$ cat src/common/cmpctl_cfg.svh
// offsets, field positions and reset values of the comparator control block
`ifndef CMPCTL_CFG_SVH
`define CMPCTL_CFG_SVH
`define CMPCTL_ADR_CONTROL     4'h0
`define CMPCTL_ADR_IRQ_STATUS  4'h4
`define CMPCTL_ADR_IRQ_MASK    4'h8
`define CMPCTL_BIT_ENABLE      15
`define CMPCTL_BIT_PIN_EN      14
`define CMPCTL_BIT_INVERT      13
`define CMPCTL_BIT_AMP_MODE    10
`define CMPCTL_BIT_EVENT       9
`define CMPCTL_BIT_RESULT      8
`define CMPCTL_BIT_EVPOL_HI    7
`define CMPCTL_BIT_EVPOL_LO    6
`define CMPCTL_BIT_REF_SEL     4
`define CMPCTL_BIT_CHAN_HI     1
`define CMPCTL_BIT_CHAN_LO     0
`define CMPCTL_CTRL_WMASK      16'hE4D3
`define CMPCTL_CTRL_RESET      16'h0000
`define CMPCTL_CHAN_AVAIL      4'hF
`define CMPCTL_REF_AVAIL       2'h3
`endif

$ cat src/common/cmpctl_pkg.sv
// types of the comparator control block
package cmpctl_pkg;
    typedef enum logic [1:0] {
        CMPCTL_EV_NONE,
        CMPCTL_EV_RISE,
        CMPCTL_EV_FALL,
        CMPCTL_EV_BOTH
    } cmpctl_evpol_t;

    typedef struct packed {
        logic       unit_enable;
        logic       output_pin_enable;
        logic       output_invert;
        logic       amplifier_mode_select;
        logic [1:0] event_polarity;
        logic       reference_select;
        logic [1:0] channel_select;
    } cmpctl_cfg_t;

    typedef struct packed {
        logic       analog_enable;
        logic       amp_mode;
        logic [1:0] inv_input_sel;
        logic       inv_input_gnd;
        logic       noninv_ref_sel;
        logic       noninv_input_gnd;
        logic       adc_use_amp;
    } cmpctl_analog_t;

    typedef struct packed {
        logic [3:0]  adr;
        logic [15:0] dat;
        logic [1:0]  sel;
        logic        we;
        logic        cyc;
        logic        stb;
    } cmpctl_wb_req_t;
endpackage

$ cat src/design/cmpctl_top.sv
// comparator / op amp channel control with wishbone registers
//
// Behaviour
// - enable bit switches analog circuit on/off
// - pin enable routes result to output pin
// - amplifier mode blocks the output pin
// - invert bit inverts comparator output
// - mode bit selects op amp or comparator
// - event latches, blocks triggers until cleared
// - result bit reports polarity-adjusted comparison
// - unavailable selected inputs tie to ground
// - adc scan takes amplifier output in amp mode
// - bits 12 to 11 read zero
//
// Chosen here: the Wishbone interface to the registers and the register addresses.
`timescale 1ns/1ps
`include "cmpctl_cfg.svh"

module cmpctl_top (
    input  wire logic                    i_core_clk,
    input  wire logic                    i_rst,
    input  wire cmpctl_pkg::cmpctl_wb_req_t i_wb,
    output logic [15:0]                  o_wb_dat,
    output logic                         o_wb_ack,
    input  wire logic                    i_cmp_raw,
    output logic                         o_comparator_output_pin,
    output logic                         o_trigger,
    output logic                         o_irq,
    output cmpctl_pkg::cmpctl_analog_t   o_analog
);
    import cmpctl_pkg::*;

    logic [15:0]    ctrl;
    logic           sync1;
    logic           sync2;
    logic           result_q;
    logic           event_q;
    logic           irq_status;
    logic           irq_mask;
    logic           access;
    logic           wr_ctrl;
    logic           wr_stat;
    logic           wr_mask;
    logic           hit;
    logic           cmp_now;
    logic           edge_hit;
    logic           next_event;
    logic           next_status;
    logic [15:0]    next_rdata;
    cmpctl_cfg_t    cfg;
    cmpctl_analog_t next_analog;

    // input availability; selections outside these tie to ground
    function automatic logic chan_missing(input logic [1:0] ch);
        logic [3:0] avail;
        avail = `CMPCTL_CHAN_AVAIL;
        return ~avail[ch];
    endfunction

    function automatic logic ref_missing(input logic rs);
        logic [1:0] avail;
        avail = `CMPCTL_REF_AVAIL;
        return ~avail[rs];
    endfunction

    assign cfg.unit_enable           = ctrl[`CMPCTL_BIT_ENABLE];
    assign cfg.output_pin_enable     = ctrl[`CMPCTL_BIT_PIN_EN];
    assign cfg.output_invert         = ctrl[`CMPCTL_BIT_INVERT];
    assign cfg.amplifier_mode_select = ctrl[`CMPCTL_BIT_AMP_MODE];
    assign cfg.event_polarity        = ctrl[`CMPCTL_BIT_EVPOL_HI:`CMPCTL_BIT_EVPOL_LO];
    assign cfg.reference_select      = ctrl[`CMPCTL_BIT_REF_SEL];
    assign cfg.channel_select        = ctrl[`CMPCTL_BIT_CHAN_HI:`CMPCTL_BIT_CHAN_LO];

    // a single-cycle slave; ack low in the cycle after it was given
    assign access  = i_wb.cyc & i_wb.stb & ~o_wb_ack;
    assign wr_ctrl = access & i_wb.we & (i_wb.adr == `CMPCTL_ADR_CONTROL);
    assign wr_stat = access & i_wb.we & (i_wb.adr == `CMPCTL_ADR_IRQ_STATUS);
    assign wr_mask = access & i_wb.we & (i_wb.adr == `CMPCTL_ADR_IRQ_MASK);

    // the comparator output crosses from the analog domain
    always_ff @(posedge i_core_clk) begin
        if (i_rst) begin
            sync1 <= 1'b0;
            sync2 <= 1'b0;
        end else begin
            sync1 <= i_cmp_raw;
            sync2 <= sync1;
        end
    end

    // comparator off or in amp mode gives a steady low result
    assign cmp_now = cfg.unit_enable & ~cfg.amplifier_mode_select
                   & (sync2 ^ cfg.output_invert);

    always_comb begin
        case (cmpctl_evpol_t'(cfg.event_polarity))
            CMPCTL_EV_NONE: edge_hit = 1'b0;
            CMPCTL_EV_RISE: edge_hit = cmp_now & ~result_q;
            CMPCTL_EV_FALL: edge_hit = ~cmp_now & result_q;
            CMPCTL_EV_BOTH: edge_hit = cmp_now ^ result_q;
            default:        edge_hit = 1'b0;
        endcase
    end

    assign hit = edge_hit & ~event_q;

    always_ff @(posedge i_core_clk) begin
        if (i_rst) begin
            result_q <= 1'b0;
        end else begin
            result_q <= cmp_now;
        end
    end

    // event flag: software may clear by writing zero, the set wins
    always_comb begin
        next_event = event_q;
        if (wr_ctrl && i_wb.sel[1] && !i_wb.dat[`CMPCTL_BIT_EVENT]) begin
            next_event = 1'b0;
        end
        if (hit) begin
            next_event = 1'b1;
        end
    end

    always_ff @(posedge i_core_clk) begin
        if (i_rst) begin
            event_q <= 1'b0;
        end else begin
            event_q <= next_event;
        end
    end

    // writable control bits; reserved 12:11 never store
    always_ff @(posedge i_core_clk) begin
        if (i_rst) begin
            ctrl <= `CMPCTL_CTRL_RESET;
        end else if (wr_ctrl) begin
            if (i_wb.sel[0]) begin
                ctrl[7:0] <= i_wb.dat[7:0] & 8'(`CMPCTL_CTRL_WMASK);
            end
            if (i_wb.sel[1]) begin
                ctrl[15:8] <= i_wb.dat[15:8] & 8'(`CMPCTL_CTRL_WMASK >> 8);
            end
        end
    end

    // interrupt status: write one to clear, a new event wins
    always_comb begin
        next_status = irq_status;
        if (wr_stat && i_wb.sel[0] && i_wb.dat[0]) begin
            next_status = 1'b0;
        end
        if (hit) begin
            next_status = 1'b1;
        end
    end

    always_ff @(posedge i_core_clk) begin
        if (i_rst) begin
            irq_status <= 1'b0;
            irq_mask   <= 1'b0;
        end else begin
            irq_status <= next_status;
            if (wr_mask && i_wb.sel[0]) begin
                irq_mask <= i_wb.dat[0];
            end
        end
    end

    always_comb begin
        next_rdata = 16'h0000;
        case (i_wb.adr)
            `CMPCTL_ADR_CONTROL: begin
                next_rdata = ctrl;
                next_rdata[`CMPCTL_BIT_EVENT]  = event_q;
                next_rdata[`CMPCTL_BIT_RESULT] = result_q;
            end
            `CMPCTL_ADR_IRQ_STATUS: next_rdata[0] = irq_status;
            `CMPCTL_ADR_IRQ_MASK:   next_rdata[0] = irq_mask;
            default:                next_rdata = 16'h0000;
        endcase
    end

    always_ff @(posedge i_core_clk) begin
        if (i_rst) begin
            o_wb_ack <= 1'b0;
            o_wb_dat <= 16'h0000;
        end else begin
            o_wb_ack <= access;
            o_wb_dat <= access ? next_rdata : 16'h0000;
        end
    end

    // analog steering
    always_comb begin
        next_analog.analog_enable    = cfg.unit_enable;
        next_analog.amp_mode         = cfg.amplifier_mode_select;
        next_analog.inv_input_sel    = cfg.channel_select;
        next_analog.inv_input_gnd    = chan_missing(cfg.channel_select);
        next_analog.noninv_ref_sel   = cfg.reference_select;
        next_analog.noninv_input_gnd = ref_missing(cfg.reference_select);
        next_analog.adc_use_amp      = cfg.amplifier_mode_select;
    end

    always_ff @(posedge i_core_clk) begin
        if (i_rst) begin
            o_analog                <= '0;
            o_comparator_output_pin <= 1'b0;
            o_trigger               <= 1'b0;
            o_irq                   <= 1'b0;
        end else begin
            o_analog <= next_analog;
            o_comparator_output_pin <= cfg.output_pin_enable
                                     & ~cfg.amplifier_mode_select
                                     & cmp_now;
            o_trigger <= hit;
            o_irq     <= next_status & irq_mask;
        end
    end
endmodule

$ cat config.mk
export PLATFORM = sky130hd
export DESIGN_NAME = cmpctl_top
export DESIGN_NICKNAME = d
export VERILOG_FILES = /design/src/common/cmpctl_pkg.sv /design/src/design/cmpctl_top.sv
export VERILOG_INCLUDE_DIRS = /design/src /design/src/common
export SDC_FILE = /design/constraint.sdc
export NUM_CORES = 1
export LEC_CHECK = 0
export BUFFER_PORTS_ARGS = -buffer_cell sky130_fd_sc_hd__buf_2
export CAP_MARGIN = 20
export CORE_UTILIZATION = 30
export DETAILED_ROUTE_END_ITERATION = 16
export PLACE_DENSITY = 0.64
export SYNTH_ARGS = -nofsm -noshare
export SYNTH_HDL_FRONTEND = slang
export SYNTH_SLANG_ARGS = --single-unit
$ cat constraint.sdc
create_clock -name i_core_clk -period 2.3 [get_ports i_core_clk]
set_input_delay 0.115 -clock i_core_clk [delete_from_list [all_inputs] [get_ports i_core_clk]]
set_output_delay 0.115 -clock i_core_clk [all_outputs]
set_load 0.005 [all_outputs]
==> summary.md, run 1 <==
| Metric | Value |
|---|---|
| Synth Cell Area | 0.001404 mm^2 |
| CTS clk-pin slew, worst paths | 0.06 ns |
| Max-Cap Viols | 0 |
| # IOs | 56 |
| CTS Buf Count | 5 |
| Final min period | 1.689 ns |
| Max Slew Vio Count | 0 |
| Worst EP arrival | 1.87 ns |
| Fin Setup TNS | 0 ns |
| DRT Wirelength | 2.354 mm |
| Tcrit/Tclk final | 73.43% |
| Vias in the first global route | 839 |
| Pre-Repair DR Iteration Count | 4 |
| Worst Skew | 0.001501 ns |
| RSZ-0062 raised after global routing | false |
| WL/cell | 10.32 um |
| Resized Gates After CTS | 0 |
| Synthesized area per cell | 10.64 um^2 |
| Synth Register Bits | 35 |
| CP startpoint kind | flip-flop |
| Core ar. | 0.004414 mm^2 |
| Post-Synth Adder-Cell Area | 1.783% |
| Max clock buf depth | 2 |
| Kind of critical path | reg2reg |
| Crit path max fanout | 4 |
| Synth warn | 0 |
| Die Height | 70.41 um |
| DIE AREA | 0.004957 mm^2 |
| CTS tree | built |
| Run status | completed |
| GRT overflow | 0 |
| Clk Latency, worst-skew pair | 0.27 ns |
| Share of cells above drive strength 1 | 35.23% |
| Post-DRT Antenna Nets | 0 |
| Largest family of logic cells by synthesized area | simple AND/OR/NAND/NOR gates |
| Fin util | 39.26% |
| IO buf count | 42 |
| Vias per cell | 4.241 |
| Hold crit path type | in2reg |
| Worst setup EP type | flip-flop |
| First-pass GRT wire length | 3.857 mm |
| FP Rows | 24 |
| Hold-fix buffers, CTS | 0 |
| Starting Density | 31.80% |
| Peak VDD IR | 231.3 uV |
| CTS Root Cell | clkbuf_8 |
| Hold WS | 0.05073 ns |
| Slew headroom | 66.92% |
| Peak Freq | 592.1 MHz |
| Area Growth Syn to Fin | 23.44% |
| Synth Area in Simple Gates | 28.07% |
| Synth Area in XOR/XNOR | 0.6239% |
| Setup Buffers After CTS | 0 |
| RD Place Congestion | 0.7828 |
| Cell count after synthesis | 132 |
| # DRC | 0 |
| DR iter-0 viols | 22 |
| Nets | 206 |
| Pwr dens | 678.1 mW/mm^2 |
| Static leakage | 0.0007918 uW |
| All-Layer GR Usage | 10.12% |
| Clk sink count | 35 |
| Mux cell area share after synthesis | 8.734% |
| Final Setup Violations | 0 |
| N_diodes | 0 |
| CP required | 2.48 ns |
| Register area share after synthesis | 49.91% |
| Die width | 70.41 um |
| Worst Tran Pin Value | 0.4926 ns |
| Final hold vios | 0 |
| Dpl hpwl | 1.739 mm |
| CTS H-Tree Depth | 2 |
| Compound-gate portion of the synthesized area | 3.119% |
| Vias | 967 |
| Largest net degree at the start of global routing | 30 |
| Post-synth cell types | 33 |
| Initial antenna violation count | 0 |
layout by cell type (no fill, tap or decap), drive strengths merged:
cell type and count:
nand2b 13, or4 1, or3b 1, nand2 2, xor2 1, buf 42, ha 2, o32ai 2
a211oi 1, and3 1, dfxtp 35, or2 1, nor4 4, and2 10, nor3 3, mux2i 7
a31o 1, nand3b 2, mux2 4, nand4b 1, nor2 3, a21oi 1, nor2b 10, nor3b 1
bufinv 1, or3 3, o21ai 1, conb 7, clkbuf 6, inv 9
metrics by stage:
| stage | power (uW) | cell area (um^2) | cells | setup WS (ns) |
|---|---|---|---|---|
| after floorplan | 663.3 | 1426 | 138 | 0.7583 |
| after global placement | 681.6 | 1630 | 221 | 0.6333 |
| after detailed placement | 681.2 | 1630 | 221 | 0.6074 |
| after CTS | 1190 | 1733 | 228 | 0.5784 |
| after global routing | 1216 | 1733 | 228 | 0.4551 |
| final | 1175 | 1733 | 228 | 0.6110 |
synth_stat cells, drive strengths merged:
cell type / number / share of area [%]
inv: 9 / 2.4
nor4: 4 / 2.9
conb: 1 / 0.27
nor3b: 1 / 0.53
clkbuf: 3 / 0.80
a31o: 1 / 0.62
nor2b: 10 / 4.5
buf: 8 / 4.3
and3: 1 / 0.45
mux2i: 7 / 5.0
nand2: 2 / 0.53
or3b: 1 / 0.62
o32ai: 2 / 1.2
and2: 10 / 4.5
nand2b: 13 / 5.8
o21ai: 1 / 0.36
dfxtp: 35 / 50
a21oi: 1 / 0.36
nand3b: 2 / 1.1
nor3: 3 / 2.7
xor2: 1 / 0.62
a211oi: 1 / 0.53
or2: 1 / 0.45
nand4b: 1 / 1.1
mux2: 4 / 3.7
ha: 2 / 1.8
or4: 1 / 0.80
nor2: 3 / 0.80
or3: 3 / 1.5
cell families after synthesis:
group,after synthesis
xor+xnor,1
simple gates,56
flops,35
buf+inv,20
compound gates,6
mux,11
other cells,1
fa+ha+maj,2
power breakdown:
part	total, uW	switching (uW)	leakage (uW)	internal (uW)
clock	508	191	0.0000513	317
combinational	56.7	30.8	0.000458	25.9
sequential	611	1.68	0.000282	609
layer usage:
metal  track usage, %  vias to the layer above  routed length, um
met3            3.463                        3                147
met5                0                        -                  0
met1            12.90                      418               1148
li1                 -                      507                  -
met2            15.24                       39               1039
met4            4.667                        0                 19
state kept, by name, summed over array words and instances, names as in the netlist:
signal                   cells
ctrl                         9
event_q                      1
irq_mask                     1
irq_status                   1
o_analog                     5
o_comparator_output_pin      1
o_irq                        1
o_trigger                    1
o_wb_ack                     1
o_wb_dat                    11
result_q                     1
sync1                        1
sync2                        1
worst paths after layout:
kind	startpoint	end	slack [ns]	cells past startpoint
worst max register to register	ctrl[13]	o_irq	0.61	7
worst max-delay path	ctrl[13]	o_irq	0.61	7
worst min register to register	sync1	sync2	0.44	1
worst min-delay path	i_cmp_raw	sync1	0.05	2
layout make-up:
class / instances / area (um^2)
clock buffers: 6 / 72.57
clock inverters: 1 / 30.03
fillers: 448 / 2681
inverters: 9 / 33.78
multi-input cells: 83 / 620.6
flip-flops and latches: 35 / 700.7
well taps: 52 / 65.06
repair buffers: 42 / 210.2
worst max-delay path: stages, from the launching register on:
cell      delay [ns]
dfxtp_1         0.36
xor2_1          0.15
nand3b_1        0.16
inv_1           0.10
ha_1            0.22
nand2b_1        0.14
a31o_2          0.26
o32ai_1         0.21
No activity file was read; power rests on OpenSTA's default activity.
==> inputs of run 2 (changes only) <==
PLACE_DENSITY = 0.66   (was 0.64)
clock period = 1.43 ns   (was 2.3 ns; I/O delays follow)
==> run 2 against run 1 <==
  * The flow now finishes with violations (setup timing)
  * Combinational power is 90% higher
  * Sequential share of layout area is 3.4 points lower
  * Clock skew is 0.0012 ns higher
  * Non-clock buffer count is 12 higher
  * Largest cell class unchanged
==> summary.md, run 2 (synthesis results as in run 1) <==
| Metric | Value |
|---|---|
| Peak Freq | 631.7 MHz |
| Fillers | 426 |
| Slowest stage delay, CP | 0.33 ns |
| Area Growth Syn to Fin | 35.21% |
| Vias per cell | 4.266 |
| CTS Root Cell | clkbuf_8 |
| Sw Ratio | 20.13% |
| DP Worst Slack | -0.1391 ns |
| Worst EP arrival | 1.79 ns |
| Clk pwr share | 40.8% |
| Pre-Repair DR Iteration Count | 3 |
| Vias | 1028 |
| Hold WS | 0.01526 ns |
| Nets | 218 |
| Max clock buf depth | 2 |
| Crit path max-delay cell type | dfxtp_2 |
| GRT overflow | 0 |
| CTS H-Tree Depth | 2 |
| CTS clk-pin slew, worst paths | 0.06 ns |
| CP top delay family | simple AND/OR/NAND/NOR gates |
| Commonest non-fill, non-tap cell in the layout | buf_2 |
| Static leakage | 0.0008758 uW |
| Vias in the first global route | 997 |
| All-Layer GR Usage | 11.36% |
| Hold crit path type | in2reg |
| WL/cell | 10.60 um |
| Largest net degree at the start of global routing | 30 |
| Max-Cap Viols | 0 |
| Clk sink count | 35 |
| Worst Skew | 0.002673 ns |
| Crit path max fanout | 4 |
| # IOs | 56 |
| # DRC | 0 |
| Peak VDD IR | 334.5 uV |
| Combinational power share | 5.9% |
| Final Setup Violations | 4 |
| Fin util | 43.00% |
| Share of cells above drive strength 1 | 44.97% |
| DIE AREA | 0.004957 mm^2 |
| Largest registers | o_wb_dat: 11 flops, ctrl: 9 flops, o_analog: 5 flops |
| Worst path cell trace | xor2_1 > nand3b_1 > inv_1 > ha_1 > nand2b_4 > a31o_4 > buf_4 > nor2_4 |
| Die width | 70.41 um |
| N_diodes | 0 |
| Slew headroom | 65.47% |
| Failing checks | setup timing |
| Max reg flops | 11 |
| Hold Path Cell Cnt | 2 |
| Worst setup EP type | flip-flop |
| Post-DRT Antenna Nets | 0 |
| Worst Hold Launch | i_cmp_raw |
| Net Switching | 370.6 uW |
| DRT Wirelength | 2.554 mm |
| Max Slew Vio Count | 0 |
| CP startpoint kind | flip-flop |
| Run status | finished, violations left |
| Reg2Reg Depth | 8 |
| Tcrit/Tclk final | 110.7% |
| Kind of critical path | reg2reg |
| Hold-fix buffers, CTS | 0 |
| Worst setup path start | ctrl[13] |
| Worst Tran Pin Value | 0.5133 ns |
| Pwr dens | 969.9 mW/mm^2 |
| FP Rows | 24 |
| Starting Density | 31.80% |
| WHS Endpoint | sync1 |
| Most flops, register | o_wb_dat |
| Dpl hpwl | 1.885 mm |
| Fin Setup TNS | -0.4469 ns |
| Worst path depth | 8 |
| Setup WS post-layout | -0.1530 ns |
| Final hold vios | 0 |
| Total power | 1841 uW |
| IO buf count | 42 |
| R2r setup slk | -0.15 ns |
| RSZ-0062 raised after global routing | true |
| Crit path buf inv count | 2 |
| CP required | 1.64 ns |
| RD Place Congestion | 0.7248 |
| Die Height | 70.41 um |
| Commonest cells after routing, fill and taps aside | buf_2, dfxtp_1, nand2b_1, buf_4 |
| DR iter-0 viols | 19 |
| Initial antenna violation count | 0 |
| Clk Latency, worst-skew pair | 0.27 ns |
| Internal | 1470 uW |
| CTS Buf Count | 5 |
| Final min period | 1.583 ns |
| First-pass GRT wire length | 4.271 mm |
| Reg2reg start | ctrl[13] |
| Core ar. | 0.004414 mm^2 |
| FF-to-FF End | o_trigger |
| CTS tree | built |
| Reg power frac | 53.3% |
[run 2: cell count changes in the layout (fill, tap and decap cells not counted), sizes merged]
cell    before  now
bufinv       1    0
clkbuf       6    8
buf         42   54
[run 2: worst max-delay path by stage]
stage and endpoint:
2_1_floorplan event_q, 4_1_cts o_irq, 6_report o_trigger, 5_1_grt o_irq, 3_3_place_gp event_q, 3_5_place_dp o_irq
[run 2: worst register-to-register path: cells and delay by family (launching register included)]
family | cells | cell delay (ns)
xor gates and xnor gates | 1 | 0.15
and+or+nand+nor | 3 | 0.34
buffers and inverters | 2 | 0.20
DFF | 1 | 0.33
AOI/OAI and AO/OA | 1 | 0.25
adders and majority gates | 1 | 0.26
[run 2: cell type report]
type | instances | area, um^2 | area share [%]
flip-flops and latches | 35 | 703.2 | 37.05
multi-input cells | 83 | 695.7 | 36.65
inverters | 9 | 33.78 | 1.780
well taps | 52 | 65.06 | 3.428
clock buffers | 8 | 100.1 | 5.274
repair buffers | 54 | 300.3 | 15.82
[run 2: routing by layer]
metal	global-route usage, %	vias to the layer above	wire length (um)
li1	-	537	-
met1	12.75	462	1086
met2	18.84	27	1288
met3	4.329	2	155
met4	5.333	0	23
met5	0	-	0
[run 2: timing repair]
action	CTS	global route
resized for setup	6	7
buffers inserted	1	2
pin swaps	2	1
setup endpoints to repair	5	5
[run 2: stage by stage]
step                      instance area, um^2  instances
final                                    1898        241
after CTS                                1851        240
after detailed placement                 1714        232
after floorplan                          1428        138
after global placement                   1714        232
after global routing                     1898        241
[run 2: power by group through the flow]
| stage | Combinational [uW] | Clock, uW | Sequential, uW |
|---|---|---|---|
| 3_3_place_gp | 102 | 0 | 1000 |
| 3_5_place_dp | 104 | 0 | 1000 |
| 5_1_grt | 122 | 823 | 981 |
| 4_1_cts | 106 | 778 | 981 |
| 6_report | 108 | 751 | 981 |
| 2_1_floorplan | 62.9 | 0 | 1000 |
==> inputs of run 3 (changes only) <==
REMOVE_ABC_BUFFERS = 1   (was default)
==> run 3 against run 2 <==
  * The run still ends with setup timing left
  * Critical path depth shrank 1
  * Worst hold slack gained 0.038 ns
  * Largest cell class unchanged
  * Cell area shrank 0.20%
  * Combinational power is essentially flat
==> summary.md, run 3 (synthesis results as in run 1) <==
| Metric | Value |
|---|---|
| Run status | finished, violations left |
| Failing checks | setup timing |
| Reg2reg start | ctrl[13] |
| RD Place Congestion | 0.7339 |
| Dpl hpwl | 1.795 mm |
| CTS clk-pin slew, worst paths | 0.06 ns |
| Most flops, register | o_wb_dat |
| Vias in the first global route | 972 |
| Fin Setup TNS | -0.3424 ns |
| Max clock buf depth | 2 |
| Clk sink count | 35 |
| Die width | 70.41 um |
| Starting Density | 31.80% |
| FF-to-FF End | o_irq |
| Static leakage | 0.0008847 uW |
| Crit path max fanout | 4 |
| WL/cell | 10.60 um |
| Tcrit/Tclk final | 110.5% |
| Total power | 1791 uW |
| Worst setup EP type | flip-flop |
| FP Rows | 24 |
| Initial antenna violation count | 0 |
| Worst EP arrival | 1.77 ns |
| # DRC | 0 |
| Hold crit path type | in2reg |
| Share of cells above drive strength 1 | 44.21% |
| Clk Latency, worst-skew pair | 0.28 ns |
| Largest registers | o_wb_dat: 11 flops, ctrl: 9 flops, o_analog: 5 flops |
| Peak Freq | 632.8 MHz |
| Reg2Reg Depth | 7 |
| Peak VDD IR | 371.6 uV |
| Max reg flops | 11 |
| CTS tree | built |
| Pwr dens | 945.4 mW/mm^2 |
| Area Growth Syn to Fin | 34.94% |
| Fillers | 446 |
| IO buf count | 42 |
| DIE AREA | 0.004957 mm^2 |
| Worst setup path start | ctrl[13] |
| Reg power frac | 54.8% |
| CTS Buf Count | 5 |
| All-Layer GR Usage | 11.16% |
| Pre-Repair DR Iteration Count | 4 |
| RSZ-0062 raised after global routing | true |
| Kind of critical path | reg2reg |
| CP startpoint kind | flip-flop |
| Nets | 220 |
| Final min period | 1.580 ns |
| Seq. cell area | 701.9 um^2 |
| Vias per cell | 4.339 |
| Final hold vios | 0 |
| Worst Setup EP | o_irq |
| Final Setup Violations | 4 |
| CP required | 1.62 ns |
| Fin util | 42.91% |
| Combinational power share | 6.2% |
| Max-Cap Viols | 0 |
| Clk pwr share | 39.0% |
| Commonest cells after routing, fill and taps aside | buf_2, dfxtp_1, buf_4 |
| Net Switching | 379.9 uW |
| # IOs | 56 |
| DR iter-0 viols | 43 |
| Post-DRT Antenna Nets | 0 |
| Sw Ratio | 21.21% |
| Area occupied by multi-input gates | 688.2 um^2 |
| Die Height | 70.41 um |
| First-pass GRT wire length | 4.243 mm |
| Max Slew Vio Count | 0 |
| Worst Skew | 0.002087 ns |
| Vias | 1050 |
| Internal | 1411 uW |
| DP Worst Slack | -0.1264 ns |
| DRT Wirelength | 2.566 mm |
| N_diodes | 0 |
| Setup WS post-layout | -0.1503 ns |
| R2r setup slk | -0.15 ns |
| Largest net degree at the start of global routing | 30 |
| Core ar. | 0.004414 mm^2 |
| CTS H-Tree Depth | 2 |
| GRT overflow | 0 |
| CTS Root Cell | clkbuf_8 |
| Commonest non-fill, non-tap cell in the layout | buf_2 |
==> run 3: cell types whose count changed in the layout (fill, tap and decap cells not counted), sizes merged <==
cell and delta:
buf +1, clkbuf -2, clkinv +1, dlygate4sd3 +1
==> run 3: stage by stage <==
step           hold WS, ns  area [um^2]  instances
6_report           0.05308         1894        242
5_1_grt            0.06020         1894        242
4_1_cts            0.05393         1871        243
3_5_place_dp        0.2912         1728        234
3_3_place_gp        0.2917         1728        234
2_1_floorplan       0.1431         1355        127
==> run 3: timing repair <==
action | in CTS | in global routing
endpoints found under the hold margin | 1 | 0
resized for setup | 6 | 5
hold buffers | 1 | 0
cloned | 0 | 0
endpoints found under the setup margin | 3 | 8
buffers inserted | 1 | 1
pin swaps | 1 | 2
==> run 3: worst max-delay path, cell delays in order, from the launching register on <==
cell and delay (ns):
dfxtp_2 0.32, xor2_1 0.15, nand3b_1 0.11, inv_1 0.06, ha_1 0.27, nand2b_4 0.14
a31o_4 0.25, o32ai_2 0.19
==> run 3: worst min path at each step <==
stage	slack, ns	to	startpoint	depth (start not counted)
floorplan	0.14	sync1	i_rst	1
global placement	0.29	sync1	i_cmp_raw	2
finish	0.05	ctrl[13]	i_wb[18]	3
CTS	0.05	ctrl[13]	i_wb[18]	3
global route	0.06	ctrl[14]	i_wb[19]	3
detailed placement	0.29	sync1	i_cmp_raw	2
==> run 3: per-layer routing <==
layer  global-route usage, %  share of wire (%)  wire, um
met5                       0                  0         0
met4                   7.333                2.4        62
met1                   12.24                 43      1114
met2                   18.73                 48      1242
met3                   3.030                5.7       147
==> run 3: power groups by stage <==
stage | registers (uW) | logic [uW] | clock network, uW
CTS | 981 | 108 | 711
global route | 981 | 124 | 752
global placement | 1000 | 104 | 0
finish | 981 | 111 | 699
floorplan | 1000 | 40.1 | 0
detailed placement | 1000 | 104 | 0
==> run 3: final cells by class <==
class / count / area share (%)
well taps: 52 / 3.435
flip-flops and latches: 35 / 37.05
inverters: 9 / 1.783
multi-input cells: 83 / 36.33
clock buffers: 6 / 4.359
clock inverters: 1 / 0.2642
repair buffers: 56 / 16.78
